File: src/hw/oswc_pkg.sv
// Purpose: Constants for the oscillator select and warm-up control block
// Assumes: AHB-Lite word registers, 25 MHz bus clock
// Notes:   Offsets are byte addresses
package oswc_pkg;
  localparam logic [4:0]  OSWC_OFF_CTRL      = 5'h04;
  localparam logic [4:0]  OSWC_OFF_IRQ_STAT  = 5'h10;
  localparam logic [4:0]  OSWC_OFF_IRQ_EN    = 5'h14;
  localparam logic [4:0]  OSWC_OFF_IRQ_CLR   = 5'h18;
  localparam int          OSWC_WU_TIME_LSB   = 20;
  localparam int          OSWC_WU_TIME_MSB   = 31;
  localparam int          OSWC_WU_SRC_BIT    = 19;
  localparam int          OSWC_XTAL_BIT      = 18;
  localparam int          OSWC_HS_SRC_BIT    = 17;
  localparam int          OSWC_INT_EN_BIT    = 16;
  localparam int          OSWC_WAZ_HI_LSB    = 12;
  localparam int          OSWC_WAZ_HI_MSB    = 15;
  localparam int          OSWC_WAZ_MID_BIT   = 9;
  localparam int          OSWC_EXT_EN_BIT    = 8;
  localparam int          OSWC_ALT_WU_BIT    = 3;
  localparam int          OSWC_PLL_EN_BIT    = 2;
  localparam int          OSWC_WU_BUSY_BIT   = 1;
  localparam int          OSWC_WU_START_BIT  = 0;
  localparam logic [11:0] OSWC_WU_TIME_RST   = 12'h800;
  localparam logic        OSWC_INT_EN_RST    = 1'h1;
  localparam int          OSWC_EV_WU_DONE    = 0;
  localparam int          OSWC_EV_XTAL_REF   = 1;
  localparam int          OSWC_EV_HS_EXT     = 2;
  localparam int          OSWC_NUM_EV        = 3;
endpackage : oswc_pkg

File: src/hw/oswc_top.sv
// Purpose: Oscillation control register, warm-up timer and interrupt logic
// Assumes: Single AHB-Lite master, oscillator clocks slower than CLK/2
// Notes:   Reads take one wait state, writes none
// Contract
// Twelve-bit read/write warm-up count in 31:20
// Bit 19 picks warm-up timer clock
// Bit 18 hands shared pins to crystal
// Software keeps shared port registers disabled
// Bit 17 selects high-speed clock source
// Software polls source select, then stops internal
// Software never reselects internal after switching
// Bit 16 runs internal oscillator, reset one
// Bit 8 runs external oscillator, reset zero
// Bit 2 runs PLL, reset zero
// Software writes zero to reserved bits
// Bit 1 reads one while warming up
// Writing one to bit 0 starts warm-up
// No manual start with automatic stop warm-up
// Pin assignment blocks port, refused unless reset
// Timer counts source edges to count time
//
// The placing of the registers and the AHB-Lite register port were decided locally.
`timescale 1ns/100ps
module oswc_top
  import oswc_pkg::*;
(
  input  wire logic        CLK,
  input  wire logic        RST_B,
  input  wire logic        HSEL,
  input  wire logic [31:0] HADDR,
  input  wire logic [1:0]  HTRANS,
  input  wire logic        HWRITE,
  input  wire logic [2:0]  HSIZE,
  input  wire logic [31:0] HWDATA,
  input  wire logic        HREADY,
  output logic      [31:0] HRDATA,
  output logic             HREADYOUT,
  output logic             HRESP,
  input  wire logic        INT_OSC_CLK,
  input  wire logic        EXT_OSC_CLK,
  input  wire logic        PORT_REGS_AT_RESET,
  output logic             INT_OSC_EN,
  output logic             EXT_OSC_EN,
  output logic             PLL_EN,
  output logic             HS_SRC_EXT,
  output logic             WARMUP_SRC_EXT,
  output logic             XTAL_PIN_ASSIGN,
  output logic             WARMUP_BUSY,
  output logic             IRQ
);

  typedef struct packed {
    logic [11:0]            wu_time;
    logic                   wu_src;
    logic                   xtal;
    logic                   hs_src;
    logic                   int_en;
    logic [3:0]             waz_hi;
    logic                   waz_mid;
    logic                   ext_en;
    logic                   alt_wu;
    logic                   pll_en;
    logic                   wu_busy;
    logic [11:0]            wu_cnt;
    logic [1:0]             int_sync;
    logic [1:0]             ext_sync;
    logic                   src_prev;
    logic [OSWC_NUM_EV-1:0] ev_stat;
    logic [OSWC_NUM_EV-1:0] ev_en;
    logic                   dph_wr;
    logic                   rd_pend;
    logic [4:0]             addr;
    logic [31:0]            rdata;
  } oswc_state_t;

  oswc_state_t st_r;
  oswc_state_t st_nxt;

  function automatic logic hits(input logic [4:0] a, input logic [4:0] off);
    hits = (a == off);
  endfunction : hits

  logic        addr_ok;
  logic        src_lvl;
  logic        src_edge;
  logic        ctrl_wr;
  logic        start;
  logic        xtal_req;
  logic [31:0] ctrl_rd;
  logic [OSWC_NUM_EV-1:0] ev_set;

  assign addr_ok = HSEL && HTRANS[1] && HREADY;
  assign ctrl_wr = st_r.dph_wr && hits(st_r.addr, OSWC_OFF_CTRL);
  assign start   = ctrl_wr && HWDATA[OSWC_WU_START_BIT];
  assign xtal_req = ctrl_wr && HWDATA[OSWC_XTAL_BIT] && !st_r.xtal;
  // Edge taken after the second stage only
  assign src_lvl  = st_r.wu_src ? st_r.ext_sync[1] : st_r.int_sync[1];
  assign src_edge = src_lvl && !st_r.src_prev;

  always_comb begin
    ctrl_rd = 32'h0000_0000;
    ctrl_rd[OSWC_WU_TIME_MSB:OSWC_WU_TIME_LSB] = st_r.wu_time;
    ctrl_rd[OSWC_WU_SRC_BIT]                   = st_r.wu_src;
    ctrl_rd[OSWC_XTAL_BIT]                     = st_r.xtal;
    ctrl_rd[OSWC_HS_SRC_BIT]                   = st_r.hs_src;
    ctrl_rd[OSWC_INT_EN_BIT]                   = st_r.int_en;
    ctrl_rd[OSWC_WAZ_HI_MSB:OSWC_WAZ_HI_LSB]   = st_r.waz_hi;
    ctrl_rd[OSWC_WAZ_MID_BIT]                  = st_r.waz_mid;
    ctrl_rd[OSWC_EXT_EN_BIT]                   = st_r.ext_en;
    ctrl_rd[OSWC_ALT_WU_BIT]                   = st_r.alt_wu;
    ctrl_rd[OSWC_PLL_EN_BIT]                   = st_r.pll_en;
    ctrl_rd[OSWC_WU_BUSY_BIT]                  = st_r.wu_busy;
  end

  always_comb begin
    st_nxt = st_r;
    ev_set = '0;
    st_nxt.int_sync = {st_r.int_sync[0], INT_OSC_CLK};
    st_nxt.ext_sync = {st_r.ext_sync[0], EXT_OSC_CLK};
    st_nxt.src_prev = src_lvl;

    // Bus address phase; reads stall one cycle so data comes from a flop
    st_nxt.dph_wr = 1'b0;
    if (st_r.rd_pend) begin
      st_nxt.rd_pend = 1'b0;
      if (hits(st_r.addr, OSWC_OFF_CTRL))
        st_nxt.rdata = ctrl_rd;
      else if (hits(st_r.addr, OSWC_OFF_IRQ_STAT))
        st_nxt.rdata = {29'h0000_0000, st_r.ev_stat};
      else if (hits(st_r.addr, OSWC_OFF_IRQ_EN))
        st_nxt.rdata = {29'h0000_0000, st_r.ev_en};
      else
        st_nxt.rdata = 32'h0000_0000;
    end else if (addr_ok) begin
      st_nxt.addr    = (HADDR[31:5] == 27'h000_0000) ? HADDR[4:0] : 5'h1F;
      st_nxt.dph_wr  = HWRITE;
      st_nxt.rd_pend = !HWRITE;
    end

    if (ctrl_wr) begin
      st_nxt.wu_time = HWDATA[OSWC_WU_TIME_MSB:OSWC_WU_TIME_LSB];
      st_nxt.wu_src  = HWDATA[OSWC_WU_SRC_BIT];
      st_nxt.hs_src  = HWDATA[OSWC_HS_SRC_BIT];
      st_nxt.int_en  = HWDATA[OSWC_INT_EN_BIT];
      st_nxt.waz_hi  = HWDATA[OSWC_WAZ_HI_MSB:OSWC_WAZ_HI_LSB];
      st_nxt.waz_mid = HWDATA[OSWC_WAZ_MID_BIT];
      st_nxt.ext_en  = HWDATA[OSWC_EXT_EN_BIT];
      st_nxt.alt_wu  = HWDATA[OSWC_ALT_WU_BIT];
      st_nxt.pll_en  = HWDATA[OSWC_PLL_EN_BIT];
      // Setting is refused while the port is not at its reset state
      if (!HWDATA[OSWC_XTAL_BIT])
        st_nxt.xtal = 1'b0;
      else if (PORT_REGS_AT_RESET)
        st_nxt.xtal = 1'b1;
      if (xtal_req && !PORT_REGS_AT_RESET)
        ev_set[OSWC_EV_XTAL_REF] = 1'b1;
      if (HWDATA[OSWC_HS_SRC_BIT] && !st_r.hs_src)
        ev_set[OSWC_EV_HS_EXT] = 1'b1;
    end

    // Warm-up timer; a restart while busy reloads from zero
    if (start) begin
      st_nxt.wu_busy = 1'b1;
      st_nxt.wu_cnt  = 12'h000;
    end else if (st_r.wu_busy) begin
      if (st_r.wu_cnt == st_r.wu_time) begin
        st_nxt.wu_busy = 1'b0;
        ev_set[OSWC_EV_WU_DONE] = 1'b1;
      end else if (src_edge) begin
        st_nxt.wu_cnt = st_r.wu_cnt + 12'h001;
      end
    end

    if (st_r.dph_wr && hits(st_r.addr, OSWC_OFF_IRQ_EN))
      st_nxt.ev_en = HWDATA[OSWC_NUM_EV-1:0];
    // Set beats clear in the same cycle
    if (st_r.dph_wr && hits(st_r.addr, OSWC_OFF_IRQ_CLR))
      st_nxt.ev_stat = st_r.ev_stat & ~HWDATA[OSWC_NUM_EV-1:0];
    st_nxt.ev_stat = st_nxt.ev_stat | ev_set;
  end

  always_ff @(posedge CLK or negedge RST_B) begin
    if (!RST_B) begin
      st_r         <= '0;
      st_r.wu_time <= OSWC_WU_TIME_RST;
      st_r.int_en  <= OSWC_INT_EN_RST;
    end else begin
      st_r <= st_nxt;
    end
  end

  assign HRDATA          = st_r.rdata;
  assign HREADYOUT       = !st_r.rd_pend;
  assign HRESP           = 1'b0;
  assign INT_OSC_EN      = st_r.int_en;
  assign EXT_OSC_EN      = st_r.ext_en;
  assign PLL_EN          = st_r.pll_en;
  assign HS_SRC_EXT      = st_r.hs_src;
  assign WARMUP_SRC_EXT  = st_r.wu_src;
  assign XTAL_PIN_ASSIGN = st_r.xtal;
  assign WARMUP_BUSY     = st_r.wu_busy;
  assign IRQ             = |(st_r.ev_stat & st_r.ev_en);

  // Control fields: a write lands one edge after the data phase
  count_field_a: assert property (@(posedge CLK) disable iff (!RST_B)
    ctrl_wr |=> (ctrl_rd[31:20] == $past(HWDATA[31:20])))
    else $error("warm-up count not stored");
  wu_src_out_a: assert property (@(posedge CLK) disable iff (!RST_B)
    ctrl_wr |=> (WARMUP_SRC_EXT == $past(HWDATA[OSWC_WU_SRC_BIT])))
    else $error("warm-up source select wrong");
  xtal_refuse_a: assert property (@(posedge CLK) disable iff (!RST_B)
    (xtal_req && !PORT_REGS_AT_RESET) |=> (!XTAL_PIN_ASSIGN && st_r.ev_stat[OSWC_EV_XTAL_REF]))
    else $error("pin assignment not refused");
  xtal_accept_a: assert property (@(posedge CLK) disable iff (!RST_B)
    (xtal_req && PORT_REGS_AT_RESET) |=> XTAL_PIN_ASSIGN)
    else $error("pin assignment not taken");
  hs_src_a: assert property (@(posedge CLK) disable iff (!RST_B)
    ctrl_wr |=> (HS_SRC_EXT == $past(HWDATA[OSWC_HS_SRC_BIT])))
    else $error("high-speed source wrong");
  osc_en_a: assert property (@(posedge CLK) disable iff (!RST_B)
    ctrl_wr |=> (INT_OSC_EN == $past(HWDATA[OSWC_INT_EN_BIT]) && EXT_OSC_EN == $past(HWDATA[OSWC_EXT_EN_BIT])))
    else $error("oscillator enable wrong");
  pll_en_a: assert property (@(posedge CLK) disable iff (!RST_B)
    (ctrl_wr ##1 !ctrl_wr) |-> (PLL_EN == $past(HWDATA[OSWC_PLL_EN_BIT])))
    else $error("PLL enable not held");
  start_busy_a: assert property (@(posedge CLK) disable iff (!RST_B)
    start |=> (WARMUP_BUSY && st_r.wu_cnt == 12'h000))
    else $error("warm-up did not start");
  no_start_a: assert property (@(posedge CLK) disable iff (!RST_B)
    (ctrl_wr && !HWDATA[OSWC_WU_START_BIT] && !WARMUP_BUSY) |=> !WARMUP_BUSY)
    else $error("zero write started warm-up");
  wu_done_a: assert property (@(posedge CLK) disable iff (!RST_B)
    (WARMUP_BUSY && !start && st_r.wu_cnt == st_r.wu_time) |=>
      (!WARMUP_BUSY && st_r.ev_stat[OSWC_EV_WU_DONE]))
    else $error("warm-up did not finish at count");
  busy_read_a: assert property (@(posedge CLK) disable iff (!RST_B)
    (st_r.rd_pend && hits(st_r.addr, OSWC_OFF_CTRL)) |=> (HRDATA[OSWC_WU_BUSY_BIT] == $past(WARMUP_BUSY)))
    else $error("status bit does not track busy");
  start_hidden_a: assert property (@(posedge CLK) disable iff (!RST_B)
    (st_r.rd_pend && hits(st_r.addr, OSWC_OFF_CTRL)) |=> !HRDATA[OSWC_WU_START_BIT])
    else $error("start bit reads back");
  pll_now_a: assert property (@(posedge CLK) disable iff (!RST_B)
    ctrl_wr |=> (PLL_EN == $past(HWDATA[OSWC_PLL_EN_BIT])))
    else $error("PLL enable not written");
  ctrl_static_a: assert property (@(posedge CLK) disable iff (!RST_B)
    !ctrl_wr |=> $stable(ctrl_rd[31:2]))
    else $error("control field moved without write");

  // Pin hand-over; the port block relies on this level to blank its registers
  xtal_clear_a: assert property (@(posedge CLK) disable iff (!RST_B)
    (ctrl_wr && !HWDATA[OSWC_XTAL_BIT]) |=> !XTAL_PIN_ASSIGN)
    else $error("pin assignment not released");
  xtal_static_a: assert property (@(posedge CLK) disable iff (!RST_B)
    !ctrl_wr |=> $stable(XTAL_PIN_ASSIGN))
    else $error("pin assignment moved without write");

  // Warm-up counter; an oscillator edge is seen a few bus cycles late
  cnt_step_a: assert property (@(posedge CLK) disable iff (!RST_B)
    (WARMUP_BUSY && !start && st_r.wu_cnt != st_r.wu_time && src_edge) |=>
      (st_r.wu_cnt == $past(st_r.wu_cnt) + 12'h001))
    else $error("warm-up count missed an edge");
  cnt_wait_a: assert property (@(posedge CLK) disable iff (!RST_B)
    (WARMUP_BUSY && !start && st_r.wu_cnt != st_r.wu_time && !src_edge) |=>
      (WARMUP_BUSY && $stable(st_r.wu_cnt)))
    else $error("warm-up count moved without edge");
  idle_stay_a: assert property (@(posedge CLK) disable iff (!RST_B)
    (!WARMUP_BUSY && !start) |=> !WARMUP_BUSY)
    else $error("warm-up busy without start");

  // Bus side: one read wait state, data held until the next read
  rd_wait_a: assert property (@(posedge CLK) disable iff (!RST_B)
    st_r.rd_pend |=> HREADYOUT)
    else $error("read wait longer than one cycle");
  rdata_hold_a: assert property (@(posedge CLK) disable iff (!RST_B)
    !st_r.rd_pend |=> $stable(HRDATA))
    else $error("read data moved outside a read");
  addr_map_a: assert property (@(posedge CLK) disable iff (!RST_B)
    (addr_ok && !st_r.rd_pend && HADDR[31:5] != 27'h000_0000) |=> (st_r.addr == 5'h1F))
    else $error("high address not treated as unmapped");
  unmapped_a: assert property (@(posedge CLK) disable iff (!RST_B)
    (st_r.rd_pend && st_r.addr == 5'h1F) |=> (HRDATA == 32'h0000_0000))
    else $error("unmapped read not zero");

  // Event flags: sticky, cleared only through the clear register
  hs_event_a: assert property (@(posedge CLK) disable iff (!RST_B)
    (ctrl_wr && HWDATA[OSWC_HS_SRC_BIT] && !HS_SRC_EXT) |=> st_r.ev_stat[OSWC_EV_HS_EXT])
    else $error("source switch event missing");
  stat_sticky_a: assert property (@(posedge CLK) disable iff (!RST_B)
    !(st_r.dph_wr && hits(st_r.addr, OSWC_OFF_IRQ_CLR)) |=>
      ((st_r.ev_stat & $past(st_r.ev_stat)) == $past(st_r.ev_stat)))
    else $error("event flag lost without clear");
  irq_clear_a: assert property (@(posedge CLK) disable iff (!RST_B)
    (st_r.dph_wr && hits(st_r.addr, OSWC_OFF_IRQ_CLR) && ev_set == '0) |=>
      (st_r.ev_stat == ($past(st_r.ev_stat) & ~$past(HWDATA[OSWC_NUM_EV-1:0]))))
    else $error("event clear wrong");
  stat_ro_a: assert property (@(posedge CLK) disable iff (!RST_B)
    (st_r.dph_wr && hits(st_r.addr, OSWC_OFF_IRQ_STAT) && ev_set == '0) |=> $stable(st_r.ev_stat))
    else $error("status register took a write");
  en_write_a: assert property (@(posedge CLK) disable iff (!RST_B)
    (st_r.dph_wr && hits(st_r.addr, OSWC_OFF_IRQ_EN)) |=>
      (st_r.ev_en == $past(HWDATA[OSWC_NUM_EV-1:0])))
    else $error("interrupt enable not written");

endmodule : oswc_top

File: config.mk
export PLATFORM = sky130hd
export DESIGN_NAME = oswc_top
export DESIGN_NICKNAME = d
export VERILOG_FILES = /design/src/hw/oswc_pkg.sv /design/src/hw/oswc_top.sv
export SDC_FILE = /design/constraint.sdc
export NUM_CORES = 1
export LEC_CHECK = 0
export ABC_AREA = 1
export BUFFER_PORTS_ARGS = -buffer_cell sky130_fd_sc_hd__buf_2
export CAP_MARGIN = 0
export CORE_UTILIZATION = 40
export CTS_BUF_LIST = sky130_fd_sc_hd__clkbuf_2
export DETAILED_ROUTE_END_ITERATION = 6
export PLACE_DENSITY_LB_ADDON = 0.12
export REMOVE_ABC_BUFFERS = 1
export SYNTH_ARGS = -nofsm -noshare
export SYNTH_HDL_FRONTEND = slang
export SYNTH_SLANG_ARGS = --single-unit
File: constraint.sdc
create_clock -name CLK -period 1.45 [get_ports CLK]
set_input_delay 0.2175 -clock CLK [delete_from_list [all_inputs] [get_ports CLK]]
set_output_delay 0.2175 -clock CLK [all_outputs]
set_load 0.05 [all_outputs]
==> qor.txt <==
Yosys reg bits - 81
Final Hold Viols - 0
Share of cells above drive strength 1 - 31.3%
Main combinational cell family by area after synthesis - simple AND/OR/NAND/NOR gates
Register area share after synthesis - 49.6%
Die Ht - 103 um
Drt initial violations - 93
Routed vias - 3,681
Remaining antenna violation count - 0
WL/cell - 12.1 um
Ant diodes - 0
Fin crit period - 1.59 ns
Footprint of the multi-input gates - 1690 sq um
Starting Density - 41.6%
Synth unique cells - 35
Chip width - 103 um
Final setup viols - 14
Max-cap viol count - 0
CTS tree - yes
LEAKAGE - 2.86 nW
R2r setup slk - -0.05 ns
Setup Skew - 0.0373 ns
First-pass detailed-route iteration total - 4
Number of global-route vias before repair - 3,547
Post-Synth Simple-Gate Area - 28.6%
Post-synthesis xor/xnor area fraction - 1.50%
Nets - 740
DIE AREA - 10,600 sq um
Synth area leaders - dfrtp_1 (48%), nand2_1 (17%), buf_4 (6.2%)
Number of synthesized flops with an enable pin - 0
Worst Setup Path Type - reg2out
Routability congestion estimate - 0.870
Remaining DRCs - 0
Max clock buf depth - 2
Clk slew on worst S/H paths - 0.24 ns
Largest net degree at the start of global routing - 30
Std-Cell Rows - 36
I/O Pins - 119
Clock latency on the worst-skew pair - 0.53 ns
Crit-path max FO - 2
Worst Setup End Kind - output port
Filler Cell Count - 938
Unrepaired setup endpoints after global routing - yes
Status - finished, violations left
Crit path launch type - register
Worst EP arrival - 1.37 ns
Hold slack - 0.112 ns
Pins over their slew limit - 0
Post-synth top area share - 48.4%
FMAX - 629 MHz
HP Class - in2async
Total core area - 9820 sq um
Final HPWL DP - 6.64 mm
Synth Area in Compound Gates - 7.35%
Most used DFF post-synth - dfrtp_1
Layout area overhead - 37.6%
TritonCTS Buffers - 9
Post-synthesis adder-cell area fraction - 0.306%
Req. time, crit path - 1.23 ns
Synth async-reset ratio - 100%
CTS root buffer - clkbuf_2
Setup slack after layout - -0.141 ns
Final instance area - 5620 sq um
Post-synthesis average cell area - 7.98 sq um
Tot GR Track Use - 19.3%
Post-synthesis instance total - 512
PortBufs - 101
DR vias/cell - 4.60
Period utilization - 110%
First-pass GRT wire length - 15.8 mm
VDD IR max - 0.000567 V
Overflow after GRT - 0
Mux cell area share after synthesis - 0%
Post-Route WL - 9.71 mm
Sink Count - 81
Register area - 2030 sq um
PD cells - 838 nW/um^2
Leading area contributor after synthesis - dfrtp_1
H-tree levels - 3
Placed Area - 4660 sq um
Initial antenna violation count - 0
Synthesized cell area - 4090 sq um
Failing checks - negative setup slack
Synth warn - 0
power by group:
group | switching (W) | internal (W)
Clock | 0.000779 | 0.000573
Sequential | 0.000118 | 0.00235
Combinational | 0.000449 | 0.000439
Yosys cell counts (all sizes together), types with 2 or more instances:
master  number
nand2      192
buf         45
clkbuf       6
o21ai       46
nor3         6
a22oi        5
xnor2        5
dfrtp       79
nand3       28
nor4         2
xor2         2
nand3b       3
nor2        38
dfstp        2
a21oi        2
nand4        4
inv         41
cells in the final DEF, fill, tap and decap left out, types with 6 or more instances in the layout:
cell type        n
nand3_1         12
buf_4           51
o21ai_1          7
nand2_1        182
dfrtp_1         76
nand2_2          8
buf_6           23
clkbuf_2        10
o21ai_0         38
dlygate4sd3_1   36
conb_1           7
nor3_1           6
nand3_2         14
buf_2           66
nor2_1          34
inv_1           35
metal layers:
metal  vias up  track usage (%)  part of all wire (%)
met5         -                0                     0
met4         0             6.18                   1.3
met3        10             4.07                   4.2
met2        95             34.1                    48
met1      1707             23.5                    46
li1       1869                -                     -
flip-flops by register name, summed over array words and instances (netlist names):
name             cells
st_nxt               2
ctrl_rd             18
WARMUP_BUSY          1
INT_OSC_EN           1
EXT_OSC_EN           1
WARMUP_SRC_EXT       1
XTAL_PIN_ASSIGN      1
HS_SRC_EXT           1
PLL_EN               1
HRDATA              26
st_r                28
final cells by class:
| class | instances | share of cell area, % |
|---|---|---|
| flip-flops and latches | 81 | 36.2 |
| multi-input cells | 345 | 30.0 |
| repair buffers | 184 | 25.6 |
| inverters | 41 | 2.96 |
| well taps | 133 | 2.96 |
| clock inverters | 6 | 1.47 |
| clock buffers | 10 | 0.890 |
final timing paths:
kind | from | endpoint | cells past startpoint
max | st_r[39] | IRQ | 3
min | RST_B | ctrl_rd[12] | 2
max reg2reg | st_r[50] | st_r[56] | 11
min reg2reg | st_nxt[49] | st_r[49] | 0
max in group asynchronous | RST_B | ctrl_rd[31] | 3
min in group CLK | HTRANS[1] | st_r[37] | 4
metrics by stage:
step / setup WS [ns] / util (%) / std cells / total power [W] / TNS [ns]
after floorplan: -0.421 / - / 467 / 0.00291 / -4.38
after global placement: 0.00834 / 47.4 / 728 / 0.00323 / 0
after detailed placement: -0.0102 / 47.4 / 728 / 0.00325 / -0.0205
after CTS: -0.189 / 54.5 / 787 / 0.00472 / -0.460
after global routing: -0.241 / 57.3 / 800 / 0.00499 / -2.24
final: -0.141 / 57.3 / 800 / 0.00471 / -0.511
cells by family after synthesis:
logic type | Yosys count
AOI/OAI and AO/OA | 56
xor gates and xnor gates | 7
adders and majority gates | 1
buffers and inverters | 92
DFF | 81
other | 1
and+or+nand+nor | 274
critical path, stage by stage (launching register included):
cell      delay, ns
dfrtp_1        0.39
inv_1          0.05
o211ai_1       0.19
buf_4          0.23
timing repair:
item / CTS / global route
endpoints found under the hold margin: 118 / 0
pin swaps: 13 / 19
buffers inserted: 8 / 15
resized for setup: 48 / 60
hold buffers: 36 / 0
setup endpoints to repair: 34 / 51
(Power assumes the default switching activity.)
